File: src/verilog/ssr_pkg.sv
/*
 * Constants shared by the status and result register bank of the barometric
 * sensor: register offsets, field positions, widths and reset values.
 * Assumes an 8-bit register address space reached through the serial port engine.
 */
package ssr_pkg;

	// Register offsets.
	localparam logic [7:0] ADDR_FIFO_FILL_STATUS     = 8'h26;
	localparam logic [7:0] ADDR_SAMPLE_STATUS        = 8'h27;
	localparam logic [7:0] ADDR_PRESSURE_OUT_LOW     = 8'h28;
	localparam logic [7:0] ADDR_PRESSURE_OUT_MID     = 8'h29;
	localparam logic [7:0] ADDR_PRESSURE_OUT_HIGH    = 8'h2a;
	localparam logic [7:0] ADDR_TEMPERATURE_OUT_LOW  = 8'h2b;
	localparam logic [7:0] ADDR_TEMPERATURE_OUT_HIGH = 8'h2c;
	localparam logic [7:0] ADDR_FILTER_RESET_TRIGGER = 8'h33;

	// Field positions in the buffer status register.
	localparam int FIFO_WATERMARK_BIT = 7;
	localparam int FIFO_OVERWRITE_BIT = 6;
	localparam int FILL_LEVEL_W       = 6;

	// Field positions in the sample status register.
	localparam int TEMP_OVERWRITE_BIT = 5;
	localparam int PRESS_OVERWRITE_BIT = 4;
	localparam int TEMP_AVAILABLE_BIT = 1;
	localparam int PRESS_AVAILABLE_BIT = 0;

	// Fill level of a full sample buffer.
	localparam logic [5:0] FILL_LEVEL_FULL = 6'h20;
	localparam int         WATERMARK_W     = 5;

	// Result widths.
	localparam int PRESS_W = 24;
	localparam int TEMP_W  = 16;
	localparam int TRIM_W  = 16;

	// Layout of one conversion entry in the result FIFO.
	localparam int ENTRY_TEMP_LSB      = 0;
	localparam int ENTRY_PRESS_LSB     = 16;
	localparam int ENTRY_TEMP_NEW_BIT  = 40;
	localparam int ENTRY_PRESS_NEW_BIT = 41;
	localparam int ENTRY_W             = 42;

	// Result FIFO geometry.
	localparam int FIFO_DEPTH = 8;
	localparam int FIFO_AW    = 3;

	// Reset values.
	localparam logic [7:0]  RESET_BYTE   = 8'h00;
	localparam logic [23:0] RESET_PRESS  = 24'h000000;
	localparam logic [15:0] RESET_TEMP   = 16'h0000;

endpackage : ssr_pkg

File: src/verilog/ssr_fifo.sv
/*
 * Small synchronous FIFO with valid/ready on both sides and registered read data.
 * Assumes one clock and a synchronous active-high reset shared with its user.
 */
`timescale 1ns/1ns
module ssr_fifo #(
	parameter int WIDTH = 42,
	parameter int DEPTH = 8,
	parameter int AW    = 3
) (
	input  wire logic             clk_i,
	input  wire logic             reset_i,
	input  wire logic             in_valid_i,
	output logic                  in_ready_o,
	input  wire logic [WIDTH-1:0] in_data_i,
	output logic                  out_valid_o,
	input  wire logic             out_ready_i,
	output logic [WIDTH-1:0]      out_data_o
);

	logic [WIDTH-1:0] mem [DEPTH];
	logic [AW-1:0]    wr_ptr;
	logic [AW-1:0]    rd_ptr;
	logic [AW:0]      count;
	logic [AW:0]      next_count;
	logic             take_in;
	logic             move_out;

	assign take_in  = in_valid_i && in_ready_o;
	assign move_out = (count != '0) && (!out_valid_o || out_ready_i);

	always_comb begin
		next_count = count;
		if (take_in && !move_out) begin
			next_count = count + (AW+1)'(1);
		end else if (!take_in && move_out) begin
			next_count = count - (AW+1)'(1);
		end
	end

	always_ff @(posedge clk_i) begin
		if (reset_i) begin
			count      <= '0;
			in_ready_o <= 1'b0;
		end else begin
			count      <= next_count;
			// Registered ready: full is judged on the count that the next cycle will see.
			in_ready_o <= next_count != (AW+1)'(DEPTH);
		end
	end

	always_ff @(posedge clk_i) begin
		if (reset_i) begin
			wr_ptr <= '0;
		end else if (take_in) begin
			wr_ptr <= wr_ptr + AW'(1);
		end
	end

	always_ff @(posedge clk_i) begin
		if (take_in) begin
			mem[wr_ptr] <= in_data_i;
		end
	end

	always_ff @(posedge clk_i) begin
		if (reset_i) begin
			rd_ptr      <= '0;
			out_valid_o <= 1'b0;
			out_data_o  <= '0;
		end else begin
			if (move_out) begin
				rd_ptr     <= rd_ptr + AW'(1);
				out_data_o <= mem[rd_ptr];
			end
			out_valid_o <= move_out || (out_valid_o && !out_ready_i);
		end
	end

endmodule : ssr_fifo

File: src/verilog/ssr_regs.sv
/*
 * Read-side status and result register bank of a digital barometric sensor.
 * Assumes a serial port engine on the same clock that issues one-cycle read and
 * write strobes with an 8-bit address, a measurement front end that pushes
 * conversion entries, and a sample buffer that reports its fill level.
 */
`timescale 1ns/1ns

// Functional notes
// - Watermark flag bit 7 is one when fill level is at or above watermark.
// - Overwrite flag bit 6 is one only when buffer full and a sample overwritten.
// - Six-bit fill level reports unread samples, 000000 empty, 100000 for 32.
// - After an overwrite, status shows watermark set, overwrite set, level 100000.
// - Temperature overwrite bit 5 sets when an unread temperature is replaced.
// - Pressure overwrite bit 4 sets when an unread pressure is replaced.
// - Temperature available bit 1 sets on each new temperature result.
// - Pressure available bit 0 sets on each new pressure result.
// - Sample status is refreshed once per conversion period.
// - Pressure is 24-bit two's complement at 28h, 29h and 2Ah.
// - Pressure result is measured minus offset trim when all select bits are zero.
// - Temperature is 16-bit two's complement at 2Bh and 2Ch.
// - Reading 33h resets the pressure low-pass filter.
// - Offset trim is a 16-bit two's complement value from two bytes.
// - Watermark level comes from a five-bit field of the buffer control register.
module ssr_regs (
	input  wire logic        clk_i,
	input  wire logic        reset_i,
	// Register port from the serial engine.
	input  wire logic        reg_rd_i,
	input  wire logic        reg_wr_i,
	input  wire logic [7:0]  reg_addr_i,
	output logic [7:0]       reg_rdata_o,
	output logic             reg_rvalid_o,
	output logic             reg_write_refused_o,
	// Conversion entries from the measurement front end.
	input  wire logic        conv_valid_i,
	output logic             conv_ready_o,
	input  wire logic [23:0] conv_press_i,
	input  wire logic [15:0] conv_temp_i,
	input  wire logic        conv_press_new_i,
	input  wire logic        conv_temp_new_i,
	// Configuration held by neighbouring register logic.
	input  wire logic [15:0] press_offset_trim_i,
	input  wire logic        differential_select_i,
	input  wire logic        auto_zero_select_i,
	input  wire logic        auto_reference_select_i,
	input  wire logic [4:0]  watermark_level_i,
	// Sample buffer state.
	input  wire logic [5:0]  fifo_fill_level_i,
	input  wire logic        fifo_overwrite_i,
	// Low-pass filter reset strobe.
	output logic             filter_reset_o
);

	typedef enum logic [1:0] {
		SSR_IDLE,
		SSR_PRESS_BURST,
		SSR_TEMP_BURST
	} ssr_lock_type;

	ssr_lock_type                  lock_state;
	logic [ssr_pkg::ENTRY_W-1:0]   conv_entry;
	logic                          entry_valid;
	logic                          entry_ready;
	logic [ssr_pkg::ENTRY_W-1:0]   entry_data;
	logic                          entry_load;
	logic                          entry_press_new;
	logic                          entry_temp_new;
	logic [ssr_pkg::PRESS_W-1:0]   entry_press;
	logic [ssr_pkg::TEMP_W-1:0]    entry_temp;
	logic [ssr_pkg::PRESS_W-1:0]   trim_ext;
	logic [ssr_pkg::PRESS_W-1:0]   next_press;
	logic                          trim_active;
	logic [ssr_pkg::PRESS_W-1:0]   press_result;
	logic [ssr_pkg::TEMP_W-1:0]    temp_result;
	logic                          press_available;
	logic                          temp_available;
	logic                          press_overwrite;
	logic                          temp_overwrite;
	logic                          press_read;
	logic                          temp_read;
	logic                          buffer_full;
	logic                          buffer_overwrite;
	logic [7:0]                    fifo_fill_status;
	logic [7:0]                    sample_status;
	logic [7:0]                    next_rdata;
	logic                          result_read;
	logic                          watermark_reached;

	// Result byte decodes, shared by the burst lock and the flag clear.
	function automatic logic ssr_is_press(input logic [7:0] addr);
		ssr_is_press = addr >= ssr_pkg::ADDR_PRESSURE_OUT_LOW &&
				addr <= ssr_pkg::ADDR_PRESSURE_OUT_HIGH;
	endfunction : ssr_is_press

	function automatic logic ssr_is_temp(input logic [7:0] addr);
		ssr_is_temp = addr == ssr_pkg::ADDR_TEMPERATURE_OUT_LOW ||
				addr == ssr_pkg::ADDR_TEMPERATURE_OUT_HIGH;
	endfunction : ssr_is_temp

	// Tells whether an address belongs to this bank; used for reads and for writes.
	function automatic logic ssr_is_mapped(input logic [7:0] addr);
		ssr_is_mapped = (addr >= ssr_pkg::ADDR_FIFO_FILL_STATUS &&
				addr <= ssr_pkg::ADDR_TEMPERATURE_OUT_HIGH) ||
				addr == ssr_pkg::ADDR_FILTER_RESET_TRIGGER;
	endfunction : ssr_is_mapped

	assign conv_entry = {conv_press_new_i, conv_temp_new_i, conv_press_i, conv_temp_i};

	// Conversions queue here so that a burst read never sees a result change under it.
	ssr_fifo #(
		.WIDTH (ssr_pkg::ENTRY_W),
		.DEPTH (ssr_pkg::FIFO_DEPTH),
		.AW    (ssr_pkg::FIFO_AW)
	) u_fifo (
		.clk_i       (clk_i),
		.reset_i     (reset_i),
		.in_valid_i  (conv_valid_i),
		.in_ready_o  (conv_ready_o),
		.in_data_i   (conv_entry),
		.out_valid_o (entry_valid),
		.out_ready_i (entry_ready),
		.out_data_o  (entry_data)
	);

	assign entry_press_new = entry_data[ssr_pkg::ENTRY_PRESS_NEW_BIT];
	assign entry_temp_new  = entry_data[ssr_pkg::ENTRY_TEMP_NEW_BIT];
	assign entry_press     = entry_data[ssr_pkg::ENTRY_PRESS_LSB +: ssr_pkg::PRESS_W];
	assign entry_temp      = entry_data[ssr_pkg::ENTRY_TEMP_LSB +: ssr_pkg::TEMP_W];

	// A new entry is taken only between read bursts, and never in a cycle that reads a
	// result byte: that byte is captured from the old result, so a load there would tear
	// the burst that the read opens.
	assign result_read = press_read || temp_read;
	assign entry_ready = lock_state == SSR_IDLE && !result_read;
	assign entry_load  = entry_valid && entry_ready;

	assign press_read = reg_rd_i && ssr_is_press(reg_addr_i);
	assign temp_read  = reg_rd_i && ssr_is_temp(reg_addr_i);

	// The burst opens on any byte of a result below its top byte and closes on its top byte or on a read of any other address.
	// A host that opens a burst and never closes it stalls every load; the queue then
	// fills and refuses further conversions.
	always_ff @(posedge clk_i) begin
		if (reset_i) begin
			lock_state <= SSR_IDLE;
		end else if (reg_rd_i) begin
			unique case (lock_state)
				SSR_IDLE: begin
					if (press_read && reg_addr_i != ssr_pkg::ADDR_PRESSURE_OUT_HIGH) begin
						lock_state <= SSR_PRESS_BURST;
					end else if (reg_addr_i == ssr_pkg::ADDR_TEMPERATURE_OUT_LOW) begin
						lock_state <= SSR_TEMP_BURST;
					end
				end
				SSR_PRESS_BURST: begin
					if (reg_addr_i == ssr_pkg::ADDR_PRESSURE_OUT_HIGH || !press_read) begin
						lock_state <= SSR_IDLE;
					end
				end
				SSR_TEMP_BURST: begin
					if (reg_addr_i == ssr_pkg::ADDR_TEMPERATURE_OUT_HIGH || !temp_read) begin
						lock_state <= SSR_IDLE;
					end
				end
				default: begin
					// An illegal code drops the burst rather than lock loads out.
					lock_state <= SSR_IDLE;
				end
			endcase
		end
	end

	// Offset trim is sign-extended to the pressure width before subtraction.
	assign trim_ext    = {{(ssr_pkg::PRESS_W-ssr_pkg::TRIM_W){press_offset_trim_i[15]}},
			press_offset_trim_i};
	// Reference and differential modes are handled elsewhere; they bypass the trim.
	assign trim_active = !differential_select_i && !auto_zero_select_i &&
			!auto_reference_select_i;
	assign next_press  = trim_active ? entry_press - trim_ext : entry_press;

	// All three pressure bytes load together from one entry.
	always_ff @(posedge clk_i) begin
		if (reset_i) begin
			press_result <= ssr_pkg::RESET_PRESS;
		end else if (entry_load && entry_press_new) begin
			press_result <= next_press;
		end
	end

	always_ff @(posedge clk_i) begin
		if (reset_i) begin
			temp_result <= ssr_pkg::RESET_TEMP;
		end else if (entry_load && entry_temp_new) begin
			temp_result <= entry_temp;
		end
	end

	// Any byte of a result clears both of its flags, so a host reads the status byte first.
	// Flags refresh once per conversion entry; a new result wins over a read.
	always_ff @(posedge clk_i) begin
		if (reset_i) begin
			press_available <= 1'b0;
			press_overwrite <= 1'b0;
		end else if (entry_load && entry_press_new) begin
			press_available <= 1'b1;
			press_overwrite <= press_available;
		end else if (press_read) begin
			press_available <= 1'b0;
			press_overwrite <= 1'b0;
		end
	end

	always_ff @(posedge clk_i) begin
		if (reset_i) begin
			temp_available <= 1'b0;
			temp_overwrite <= 1'b0;
		end else if (entry_load && entry_temp_new) begin
			temp_available <= 1'b1;
			temp_overwrite <= temp_available;
		end else if (temp_read) begin
			temp_available <= 1'b0;
			temp_overwrite <= 1'b0;
		end
	end

	always_comb begin
		sample_status = ssr_pkg::RESET_BYTE;
		sample_status[ssr_pkg::TEMP_OVERWRITE_BIT]  = temp_overwrite;
		sample_status[ssr_pkg::PRESS_OVERWRITE_BIT] = press_overwrite;
		sample_status[ssr_pkg::TEMP_AVAILABLE_BIT]  = temp_available;
		sample_status[ssr_pkg::PRESS_AVAILABLE_BIT] = press_available;
	end

	// Overwrite only counts once the buffer is really full.
	assign buffer_full      = fifo_fill_level_i == ssr_pkg::FILL_LEVEL_FULL;
	assign buffer_overwrite = buffer_full && fifo_overwrite_i;

	// At-or-above is taken; the strictly-above reading was rejected.
	assign watermark_reached = fifo_fill_level_i >= {1'b0, watermark_level_i};

	always_comb begin
		fifo_fill_status = ssr_pkg::RESET_BYTE;
		if (buffer_overwrite) begin
			fifo_fill_status[ssr_pkg::FIFO_WATERMARK_BIT] = 1'b1;
			fifo_fill_status[ssr_pkg::FIFO_OVERWRITE_BIT] = 1'b1;
			fifo_fill_status[ssr_pkg::FILL_LEVEL_W-1:0]   = ssr_pkg::FILL_LEVEL_FULL;
		end else begin
			fifo_fill_status[ssr_pkg::FIFO_WATERMARK_BIT] = watermark_reached;
			fifo_fill_status[ssr_pkg::FILL_LEVEL_W-1:0]   = fifo_fill_level_i;
		end
	end

	always_comb begin
		next_rdata = ssr_pkg::RESET_BYTE;
		unique case (reg_addr_i)
			ssr_pkg::ADDR_FIFO_FILL_STATUS:     next_rdata = fifo_fill_status;
			ssr_pkg::ADDR_SAMPLE_STATUS:        next_rdata = sample_status;
			ssr_pkg::ADDR_PRESSURE_OUT_LOW:     next_rdata = press_result[7:0];
			ssr_pkg::ADDR_PRESSURE_OUT_MID:     next_rdata = press_result[15:8];
			ssr_pkg::ADDR_PRESSURE_OUT_HIGH:    next_rdata = press_result[23:16];
			ssr_pkg::ADDR_TEMPERATURE_OUT_LOW:  next_rdata = temp_result[7:0];
			ssr_pkg::ADDR_TEMPERATURE_OUT_HIGH: next_rdata = temp_result[15:8];
			default:                            next_rdata = ssr_pkg::RESET_BYTE;
		endcase
	end

	// Read data is answered one cycle after the strobe.
	// It holds between reads, so the serial engine may shift it out at its own pace.
	always_ff @(posedge clk_i) begin
		if (reset_i) begin
			reg_rdata_o  <= ssr_pkg::RESET_BYTE;
			reg_rvalid_o <= 1'b0;
		end else begin
			reg_rvalid_o <= reg_rd_i && ssr_is_mapped(reg_addr_i);
			if (reg_rd_i) begin
				reg_rdata_o <= next_rdata;
			end
		end
	end

	// A write to any register of this bank is dropped and only flagged.
	always_ff @(posedge clk_i) begin
		if (reset_i) begin
			reg_write_refused_o <= 1'b0;
		end else begin
			reg_write_refused_o <= reg_wr_i && ssr_is_mapped(reg_addr_i);
		end
	end

	// The filter restarts from the read itself so the transient is skipped.
	always_ff @(posedge clk_i) begin
		if (reset_i) begin
			filter_reset_o <= 1'b0;
		end else begin
			filter_reset_o <= reg_rd_i && reg_addr_i == ssr_pkg::ADDR_FILTER_RESET_TRIGGER;
		end
	end

endmodule : ssr_regs

File: config.mk
export PLATFORM = sky130hd
export DESIGN_NAME = ssr_regs
export DESIGN_NICKNAME = d
export VERILOG_FILES = /design/src/verilog/ssr_pkg.sv /design/src/verilog/ssr_fifo.sv /design/src/verilog/ssr_regs.sv
export SDC_FILE = /design/constraint.sdc
export NUM_CORES = 1
export LEC_CHECK = 0
export ABC_AREA = 1
export BUFFER_PORTS_ARGS = -buffer_cell sky130_fd_sc_hd__buf_2
export CORE_MARGIN = 2
export CORE_UTILIZATION = 60
export DETAILED_ROUTE_END_ITERATION = 12
export PLACE_DENSITY_LB_ADDON = 0.2
export SETUP_SLACK_MARGIN = 0.3
export SYNTH_ARGS = -nofsm -noshare
export SYNTH_HDL_FRONTEND = slang
export SYNTH_HIERARCHICAL = 1
export SYNTH_SLANG_ARGS = --single-unit
File: constraint.sdc
create_clock -name clk_i -period 7.5 [get_ports clk_i]
set_input_delay 0.75 -clock clk_i [delete_from_list [all_inputs] [get_ports clk_i]]
set_output_delay 0.75 -clock clk_i [all_outputs]
set_load 0.1 [all_outputs]
# Word-level counts from Yosys, hierarchy flattened
# Memories as Yosys holds them, arrays and structs flattened. A register that Yosys moved wholly into a read port is not among the register bits.
# Index checks and enable logic that the tools add are counted.
# word_totals
output_inout_bits,12
inputBits,86
ff_bits,69
n_memories,1
latchBits,0
rom_bits,0
wordCells,105
ramBits,336
# classes
reduce_logical,42
n_bitwise,0
mul,0
n_addsub,5
shift,0
div_mod_pow,0
mux,20
n_lt_le_gt_ge,5
n_eq_ne,16
# memory_table
memory,words,word_bits,read_ports,rd_clocked_by_memory_dff,wr,line,text
u_fifo.mem,8,42,1,1,1,ssr_fifo.sv:21,logic [WIDTH-1:0] mem [DEPTH];
# op_table
op,n
8-bit by 6-bit equality test with 1-bit output (second input constant),8
8-bit case mux with 7 select lines,1
24-bit 2-to-1 mux,1
24-bit subtractor,1
1-bit logical AND,20
8-bit by 6-bit >= comparator with 1-bit output (second input constant),2
8-bit by 6-bit <= comparator with 1-bit output (second input constant),2
1-bit logical NOT,10
1-bit 2-to-1 mux,10
2-bit 2-to-1 mux,4
4-bit 2-to-1 mux,2
8-bit by 6-bit != test with 1-bit output (second input constant),1
1-bit logical OR,7
3-bit by 1-bit adder with 3-bit output (second input constant),2
6-bit equality test (second input constant),1
6-bit by 5-bit >= comparator with 1-bit output,1
6-bit 2-to-1 mux,1
2-bit case mux with 3 select lines,1
4-bit by 1-bit adder with 4-bit output (second input constant),1
2-bit != test (second input constant),2
4-bit != test (second input constant),1
4-bit AND reduction,1
2-bit nonzero test,2
4-bit nonzero test,1
5 further kinds,5

# Logic depth before layout (Yosys ltp)
# Gate-level depths: netlist of run 1.
# depth
ltp_word,12
ltp_mapped,20
ltp_nobuf,20

# Modules after synthesis
# The synthesis of run 1 kept the hierarchy.
# modules_own_cells
module,seq_area_each_um2,cells_per_inst,area_each_um2,instances
ssr_fifo,11170.7,1153,14890.5,1
ssr_regs,1141.1,866,4913.5,1

# Worst setup path after synthesis of run 1
# Ideal clock, no wire load.
# synth_timing
path_type,reg-to-reg
from,reg u_fifo.in_ready_o
to,mem u_fifo.mem[0][0] (enable)
path_slack_ns,3.699
arrival_ns,3.360
setup_time_ns,0.441
stages_incl_launch_ff,5
path_buffers,0
period_less_slack_ns,3.801
path_cell_list,dfxtp_1 > nand2_1 > inv_1 > nand2_1 > nor2_1
# synth_between
elab_chain_cells,3
# synth_lines
item,line,text
"start, declared",ssr_fifo.sv:14,"output logic in_ready_o,"
"start signal, assigned",ssr_fifo.sv:48,in_ready_o <= next_count != (AW+1)'(DEPTH);
1-bit logical AND,ssr_fifo.sv:29,assign take_in = in_valid_i && in_ready_o;
1-bit 2-to-1 mux,ssr_fifo.sv:61,if (take_in) begin
1-bit 2-to-1 mux (implied by the code),ssr_fifo.sv:62,mem[wr_ptr] <= in_data_i;
"end, declared",ssr_fifo.sv:21,
# Every way passes these cells.

==> impl_summary.log, run 1 <==
INFO  metric cts_setup_buffers = 0
INFO  metric detail_route.drc_violations = 0
INFO  metric post_route_antenna_net_violation_count = 0
INFO  metric routed_wirelength = 45.4 mm
INFO  metric num-nets-final = 2201
INFO  metric ys_seq_elements = 447
INFO  metric crit_type = flop to flop
INFO  metric setup.worst_path.end_class = flop
INFO  metric seq_area_frac_synth = about 62%
INFO  metric grtUsageTotal = 26.7%
INFO  metric placement.io_buffers = 97
INFO  metric postSynthAreaPerCell = 9.81 um2
INFO  metric skew = 26.5 ps
INFO  metric final.min_clock_period = 3200 ps
INFO  metric drive_above_1_share = between 10% and 20%
INFO  metric crit_path_start = u_fifo/rd_ptr[0]
INFO  metric timing.max_cap.violations = 0
INFO  metric leading_cell_type_by_number_of_instances_after_synthesis = sky130_fd_sc_hd__edfxtp_1
INFO  metric die_y = 186 um
INFO  metric cts_root_buf = sky130_fd_sc_hd__clkbuf_16
INFO  metric hold_class = primary input to flop
INFO  metric cts_tree = built
INFO  metric critical_path_required = roughly 8000 ps
INFO  metric clk_latency = 560 ps
INFO  metric setup_ws = 4300 ps
INFO  metric core_area = 0.0325 mm2
INFO  metric grt_pass1_wl = 71.2 mm
INFO  metric r2r-start = u_fifo/rd_ptr[0]
INFO  metric drt-initial-drc-count = 1198
INFO  metric gpl.final_weighted_congestion = 0.901
INFO  metric run_status = finished, final reports clean
INFO  metric clock_sink_count = 447
INFO  metric pin_count = 98
INFO  metric detail_route.vias_per_cell = 5.69
INFO  metric effective_utilization_at_floorplan = 60.9%
INFO  metric synthesis.nets = 2139
INFO  metric placementRows = 66
INFO  metric vdd_drop_max = a little over 0.2 mV
INFO  metric asyncSetResetFlopFracSynth = 0%
INFO  metric drt-wirelength-per-cell = 17.7 um
INFO  metric netlist_top_cells_area = sky130_fd_sc_hd__edfxtp_1, sky130_fd_sc_hd__dfxtp_1, sky130_fd_sc_hd__nand2_1, sky130_fd_sc_hd__nor2_1, sky130_fd_sc_hd__o21ai_0
INFO  metric synth-warning-count = 6
INFO  metric drv_slew = 0
INFO  metric worst_slew_margin_rel = 23.0%
INFO  metric yosys_most_used_dff = sky130_fd_sc_hd__edfxtp_1
INFO  metric chipWidth = roughly 190 um
INFO  metric h-tree-depth = 2
INFO  metric area_delta_synth_final = 11.0%
INFO  metric fin_tns_setup = 0 ps
INFO  metric cts_inserted_buffers = 46
INFO  metric grt_overflow = 0
INFO  metric placedCellCount = ~2500
INFO  metric firstDrtPassIters = 5
INFO  metric grt_pass1_vias = between 10000 and 15000
INFO  metric cts.clk_slew.worst_paths = approximately 60 ps
INFO  metric actual_transition_at_the_worst_max_transition_pin = 1160 ps
INFO  metric crit_path_max_fanout = 95
INFO  metric synthDistinctLibCells = 41
INFO  metric post_synth_edffs = 336
INFO  metric synth_top_cell_area_share = between 50% and 60%
INFO  metric power_leakage = approximately 8.4 nW
INFO  metric fmax = 313 MHz
INFO  metric worst_ep_arrival_time = approximately 3700 ps
INFO  metric detailed_route_via_count = 14600
INFO  metric rsz0062_at_grt = false
INFO  metric most_used_standard_cells_in_the_synthesized_netlist = sky130_fd_sc_hd__edfxtp_1, sky130_fd_sc_hd__nand2_1, sky130_fd_sc_hd__nor2_1
INFO  metric mappedNetlistArea = 0.0198 mm2
INFO  metric timing.reg2reg.worst_path_depth = 8
INFO  metric hold_viol = 0
INFO  metric maximum_number_of_pins_on_one_net_before_global_route_repair = 96
INFO  metric layout_worst_path_cycle_share = between 40% and 50%
INFO  metric critPathLaunchType = flop
INFO  metric largest_area_contributor_in_the_netlist = sky130_fd_sc_hd__edfxtp_1
INFO  metric cts_hold_buffers = 0
INFO  metric hold_path_startpoint = reg_wr_i
INFO  metric cts_max_path_buffers = 3
INFO  metric final-setup-viol-count = 0
INFO  metric dp_hpwl = ~27 mm
INFO  metric finalNonFillerCells = 2563
INFO  metric post_cts_resize_count = 0
INFO  metric syn-instance-count = 2019
INFO  metric min_delay_worst_endpoint = reg_write_refused_o
INFO  metric power-per-cell-area = 335 mW/mm2
INFO  metric setup_slack_reg_to_reg = between 4000 and 5000 ps
INFO  metric grt_antenna_before_repair = 2
INFO  metric worst_hold_path.num_cells = 3
INFO  metric dp_slack = 4080 ps
INFO  metric die-area = roughly 0.034 mm2
INFO  metric rr_endpoint = u_fifo/out_data_o[18]
flip-flops by register name (all words and copies together) (netlist names), 2 cells and up:
name / cells
temp_result: 16
lock_state: 2
u_fifo/mem: 336
u_fifo/wr_ptr: 3
u_fifo/out_data_o: 42
u_fifo/count: 4
press_result: 24
u_fifo/rd_ptr: 3
reg_rdata_o: 8
final cells by class:
cell class                 count  area [um2]
fill                        2613       10600
timing repair buffer         111         591
clock inverter                21         218
antenna                        3        7.51
inverter                     172         648
clock buffer                  64        1270
tap                          442         553
sequential                   447       12300
multi-input combinational   1303        6380
cells in the final DEF, fill, tap and decap left out, drive strengths merged, types with 50 or more instances in the layout:
master	instances
o21ai	294
o22ai	50
dfxtp	111
buf	111
edfxtp	336
a21oi	121
nor2	318
inv	174
clkbuf	64
nand2	337
nand3	65
worst max-delay path, cell delays in order, from the launching register on:
cell and delay, ps:
sky130_fd_sc_hd__dfxtp_4 570, sky130_fd_sc_hd__inv_4 870, sky130_fd_sc_hd__buf_4 770, sky130_fd_sc_hd__nor2_1 100
sky130_fd_sc_hd__nor2_1 120, sky130_fd_sc_hd__o21ai_0 90, sky130_fd_sc_hd__o211ai_1 120, sky130_fd_sc_hd__o21ai_1 180
sky130_fd_sc_hd__a21oi_1 180
where the power goes:
| part | total (W) | switching [W] | leakage [nW] | internal [W] |
|---|---|---|---|---|
| Combinational | 0.00202 | 0.00141 | 3.76 | 0.000613 |
| Clock | 0.00221 | 0.000913 | 0.726 | 0.00130 |
| Sequential | 0.00314 | 0.000230 | 3.95 | 0.00291 |
| Total | 0.00737 | 0.00255 | 8.44 | 0.00482 |
worst max-delay path by stage:
stage                                  endpoint  cells after the start
final                     u_fifo/out_data_o[18]                      8
after global routing      u_fifo/out_data_o[18]                      8
after CTS                 u_fifo/out_data_o[18]                      8
after detailed placement  u_fifo/out_data_o[39]                     16
after global placement         u_fifo/rd_ptr[2]                     17
after floorplan                u_fifo/mem[0][0]                      4
logic make-up after synthesis:
kind of cell / after synthesis / share of synthesized area [%]
AOI/OAI and AO/OA: 510 / 13.9
buffers and inverters: 269 / 5.96
xor gates and xnor gates: 6 / 0.265
and+or+nand+nor: 753 / 15.6
DFF: 447 / 62.2
adders and majority gates: 34 / 2.19
metrics by stage:
step | hold slack (ps) | instance area [um2] | utilization (%) | total power [W]
after floorplan | 430 | 19800 | - | 0.00465
after CTS | 399 | 22000 | 67.5 | 0.00738
final | 420 | 22000 | 67.6 | 0.00737
after global routing | 407 | 22000 | 67.6 | 0.00778
after detailed placement | 449 | 20500 | 63.0 | 0.00517
after global placement | 447 | 20500 | 63.0 | 0.00511
routing by layer:
layer  vias up  part of all wire (%)  track usage [%]
li1       7089                     -                -
met1      6935                    44             37.0
met2       473                    47             43.6
met3        74                   6.8             3.76
met4         0                   2.5             9.35
met5         -                     0                0
Power figures use the tool's default switching activity.
==> run 2: changes to the inputs <==
--- a/config.mk
+++ b/config.mk
@@ -8,7 +8,7 @@
 export ABC_AREA = 1
 export BUFFER_PORTS_ARGS = -buffer_cell sky130_fd_sc_hd__buf_2
 export CORE_MARGIN = 2
-export CORE_UTILIZATION = 60
+export CORE_UTILIZATION = 55
 export DETAILED_ROUTE_END_ITERATION = 12
 export PLACE_DENSITY_LB_ADDON = 0.2
 export SETUP_SLACK_MARGIN = 0.3
==> constraint.sdc (replaced) <==
create_clock -name clk_i -period 2.7 [get_ports clk_i]
set_input_delay 0.27 -clock clk_i [delete_from_list [all_inputs] [get_ports clk_i]]
set_output_delay 0.27 -clock clk_i [all_outputs]
set_load 0.1 [all_outputs]
==> run 2 against run 1 <==
Against the previous run:
- register-to-register slack lost 3800 ps
- maximum frequency rose by 48%
- core utilization decreased by 3.3 points
- first-iteration DRC count is 9.0% lower
- power increased to 2.9 times the previous value
- worst setup slack worse by 3800 ps
- clock skew increased by 3.4 ps
- sequential share of layout area fell by 2.0 points
==> impl_summary.log, run 2 (synthesized netlist as in run 1, its figures left out) <==
INFO  metric critPathSlowestCell = sky130_fd_sc_hd__fa_1
INFO  metric n_diodes = 0
INFO  metric maximum_number_of_pins_on_one_net_before_global_route_repair = 170
INFO  metric pin_count = 98
INFO  metric worst_path_largest_cell_delay = 430 ps
INFO  metric skew = 30.0 ps
INFO  metric final.min_clock_period = about 2200 ps
INFO  metric final_common_cell = sky130_fd_sc_hd__edfxtp_1
INFO  metric grtUsageTotal = 25.1%
INFO  metric max_ffs_per_register = 336
INFO  metric clock_sink_count = 447
INFO  metric final-setup-viol-count = 0
INFO  metric reg_top3 = u_fifo/mem: 336 flops, u_fifo/out_data_o: 42 flops, press_result: 24 flops
INFO  metric critPathLaunchType = flop
INFO  metric cts_hold_buffers = 43
INFO  metric hold_path_startpoint = reg_addr_i[4]
INFO  metric power_leakage = 8.77 nW
INFO  metric vdd_drop_max = 0.608 mV
INFO  metric setup.worst_path.end_class = flop
INFO  metric grt_pass1_wl = 74.9 mm
INFO  metric dp_hpwl = 28.5 mm
INFO  metric crit_path_max_fanout = 4
INFO  metric grt_pass1_vias = 14000
INFO  metric firstDrtPassIters = 6
INFO  metric report.power.total = between 0.02 and 0.025 W
INFO  metric cts_inserted_buffers = 45
INFO  metric clock_power_share = ~31%
INFO  metric run_status = finished, final reports clean
INFO  metric rsz0062_at_grt = false
INFO  metric num-nets-final = 2256
INFO  metric core_area = 0.0355 mm2
INFO  metric drt-wirelength-per-cell = 17.9 um
INFO  metric detail_route.drc_violations = 0
INFO  metric setup_slack_reg_to_reg = about 540 ps
INFO  metric critical_path_required = 3200 ps
INFO  metric cts_tree = built
INFO  metric timing.max_cap.violations = 0
INFO  metric actual_transition_at_the_worst_max_transition_pin = between 700 and 800 ps
INFO  metric cp_top_family = simple AND/OR/NAND/NOR gates
INFO  metric r2r-start = u_fifo/out_data_o[16]
INFO  metric routed_wirelength = 47.1 mm
INFO  metric placement.io_buffers = 97
INFO  metric worst_ep_arrival_time = around 2700 ps
INFO  metric cell_internal_pwr = 0.0139 W
INFO  metric top_register = u_fifo/mem
INFO  metric post_layout_util = 64.2%
INFO  metric post_route_antenna_net_violation_count = 0
INFO  metric power-per-cell-area = around 930 mW/mm2
INFO  metric dp_slack = around 340 ps
INFO  metric die_y = 194 um
INFO  metric drt-initial-drc-count = 1090
INFO  metric drive_above_1_share = approximately a tenth
INFO  metric grt_antenna_before_repair = 0
INFO  metric cts_max_path_buffers = 3
INFO  metric hold_viol = 0
INFO  metric grt_overflow = 0
INFO  metric crit_path_start = u_fifo/out_data_o[16]
INFO  metric cts_root_buf = sky130_fd_sc_hd__clkbuf_16
INFO  metric fmax = 463 MHz
INFO  metric placementRows = 69
INFO  metric area_delta_synth_final = 15.1%
INFO  metric share_seq_of_total_power = 40.3%
INFO  metric p_switching = 0.00726 W
INFO  metric hold_class = primary input to flop
INFO  metric worst_slew_margin_rel = 49.3%
INFO  metric cts_setup_buffers = 0
INFO  metric cts.clk_slew.worst_paths = 60 ps
INFO  metric worst-path-buf-inv = 2
INFO  metric drv_slew = 0
INFO  metric crit_type = flop to flop
INFO  metric setup_ws = about 540 ps
INFO  metric detail_route.vias_per_cell = between 5 and 6
INFO  metric effective_utilization_at_floorplan = 55.8%
INFO  metric path_cells = inv_1 -> ha_1 -> inv_1 -> fa_1 -> nand2_1 -> nand2_1 -> nand3_1 -> nand2_1 -> xor2_1 -> o21ai_0 -> nor2_1 -> nor2_1
INFO  metric layout_worst_path_cycle_share = 80.1%
INFO  metric die-area = 0.0375 mm2
INFO  metric h-tree-depth = 2
INFO  metric layout_common_cells = sky130_fd_sc_hd__edfxtp_1, sky130_fd_sc_hd__nand2_1, sky130_fd_sc_hd__nor2_1
INFO  metric fin_tns_setup = 0 ps
INFO  metric chipWidth = 194 um
INFO  metric clk_latency = 590 ps
INFO  metric fraction_of_power_spent_switching_nets = 34.3%
INFO  metric detailed_route_via_count = 14600
INFO  metric gpl.final_weighted_congestion = ~0.94
INFO  metric critical_path.most_common_cell = sky130_fd_sc_hd__nand2_1
INFO  metric p_comb_share = slightly below 30%
INFO  metric post_cts_resize_count = 0
## run 2: cell count changes in the layout (fill, tap and decap cells not counted), moves of 2 or more
cell,change
sky130_fd_sc_hd__dlygate4sd3_1,+43
sky130_fd_sc_hd__bufinv_16,+4
sky130_fd_sc_hd__buf_12,+15
sky130_fd_sc_hd__clkinv_1,-2
sky130_fd_sc_hd__clkbuf_8,-2
sky130_fd_sc_hd__clkbuf_1,-6
sky130_fd_sc_hd__clkinvlp_4,+2
sky130_fd_sc_hd__buf_4,-2
sky130_fd_sc_hd__diode_2,-3
sky130_fd_sc_hd__clkbuf_2,+2
## run 2: path summary, 6_finish.rpt
kind | cells after the start | endpoint
min reg2reg | 2 | temp_result[0]
max reg2reg | 12 | press_result[8]
max | 12 | press_result[8]
min | 3 | filter_reset_o
## run 2: worst reg2reg max path: cells and delay by family, from the launching register on
kind                     cells  cell delay (ps)
AND/OR/NAND/NOR              6              590
XOR/XNOR                     1              150
flip-flops                   1              330
buffers and inverters        2              140
adder cells (fa/ha/maj)      2              560
AO/OA/AOI/OAI                1              330
## run 2: metrics by stage
step	instances	area, um2	hold slack [ps]
after floorplan	2019	19900	339
after global placement	2507	20800	446
after detailed placement	2507	20800	450
after CTS	2633	22800	44.2
after global routing	2633	22800	80.9
final	2633	22800	73.0
## run 2: power by group through the flow
stage          Clock (W)  Sequential, W  Combinational (W)
2_1_floorplan          0        0.00850            0.00445
3_3_place_gp           0        0.00865            0.00588
3_5_place_dp           0        0.00865            0.00603
4_1_cts          0.00660        0.00851            0.00612
5_1_grt          0.00687        0.00858            0.00691
6_report         0.00648        0.00852            0.00615
## run 2: metal layers
| metal | part of all wire [%] | up-vias | routed length, um | GRT usage (%) |
|---|---|---|---|---|
| li1 | - | 7181 | - | - |
| met1 | 46 | 6899 | 21500 | 35.0 |
| met2 | 46 | 415 | 21800 | 40.4 |
| met3 | 5.6 | 73 | 2640 | 4.02 |
| met4 | 2.3 | 0 | 1100 | 8.06 |
| met5 | 0 | - | 0 | 0 |
## run 2: final cells by class
cell class                 instances  area, um2
fill                            2785      12700
clock inverter                    26        355
inverter                         172        648
clock buffer                      57       1200
sequential                       447      12300
tap                              461        577
multi-input combinational       1303       6380
timing repair buffer             167       1310
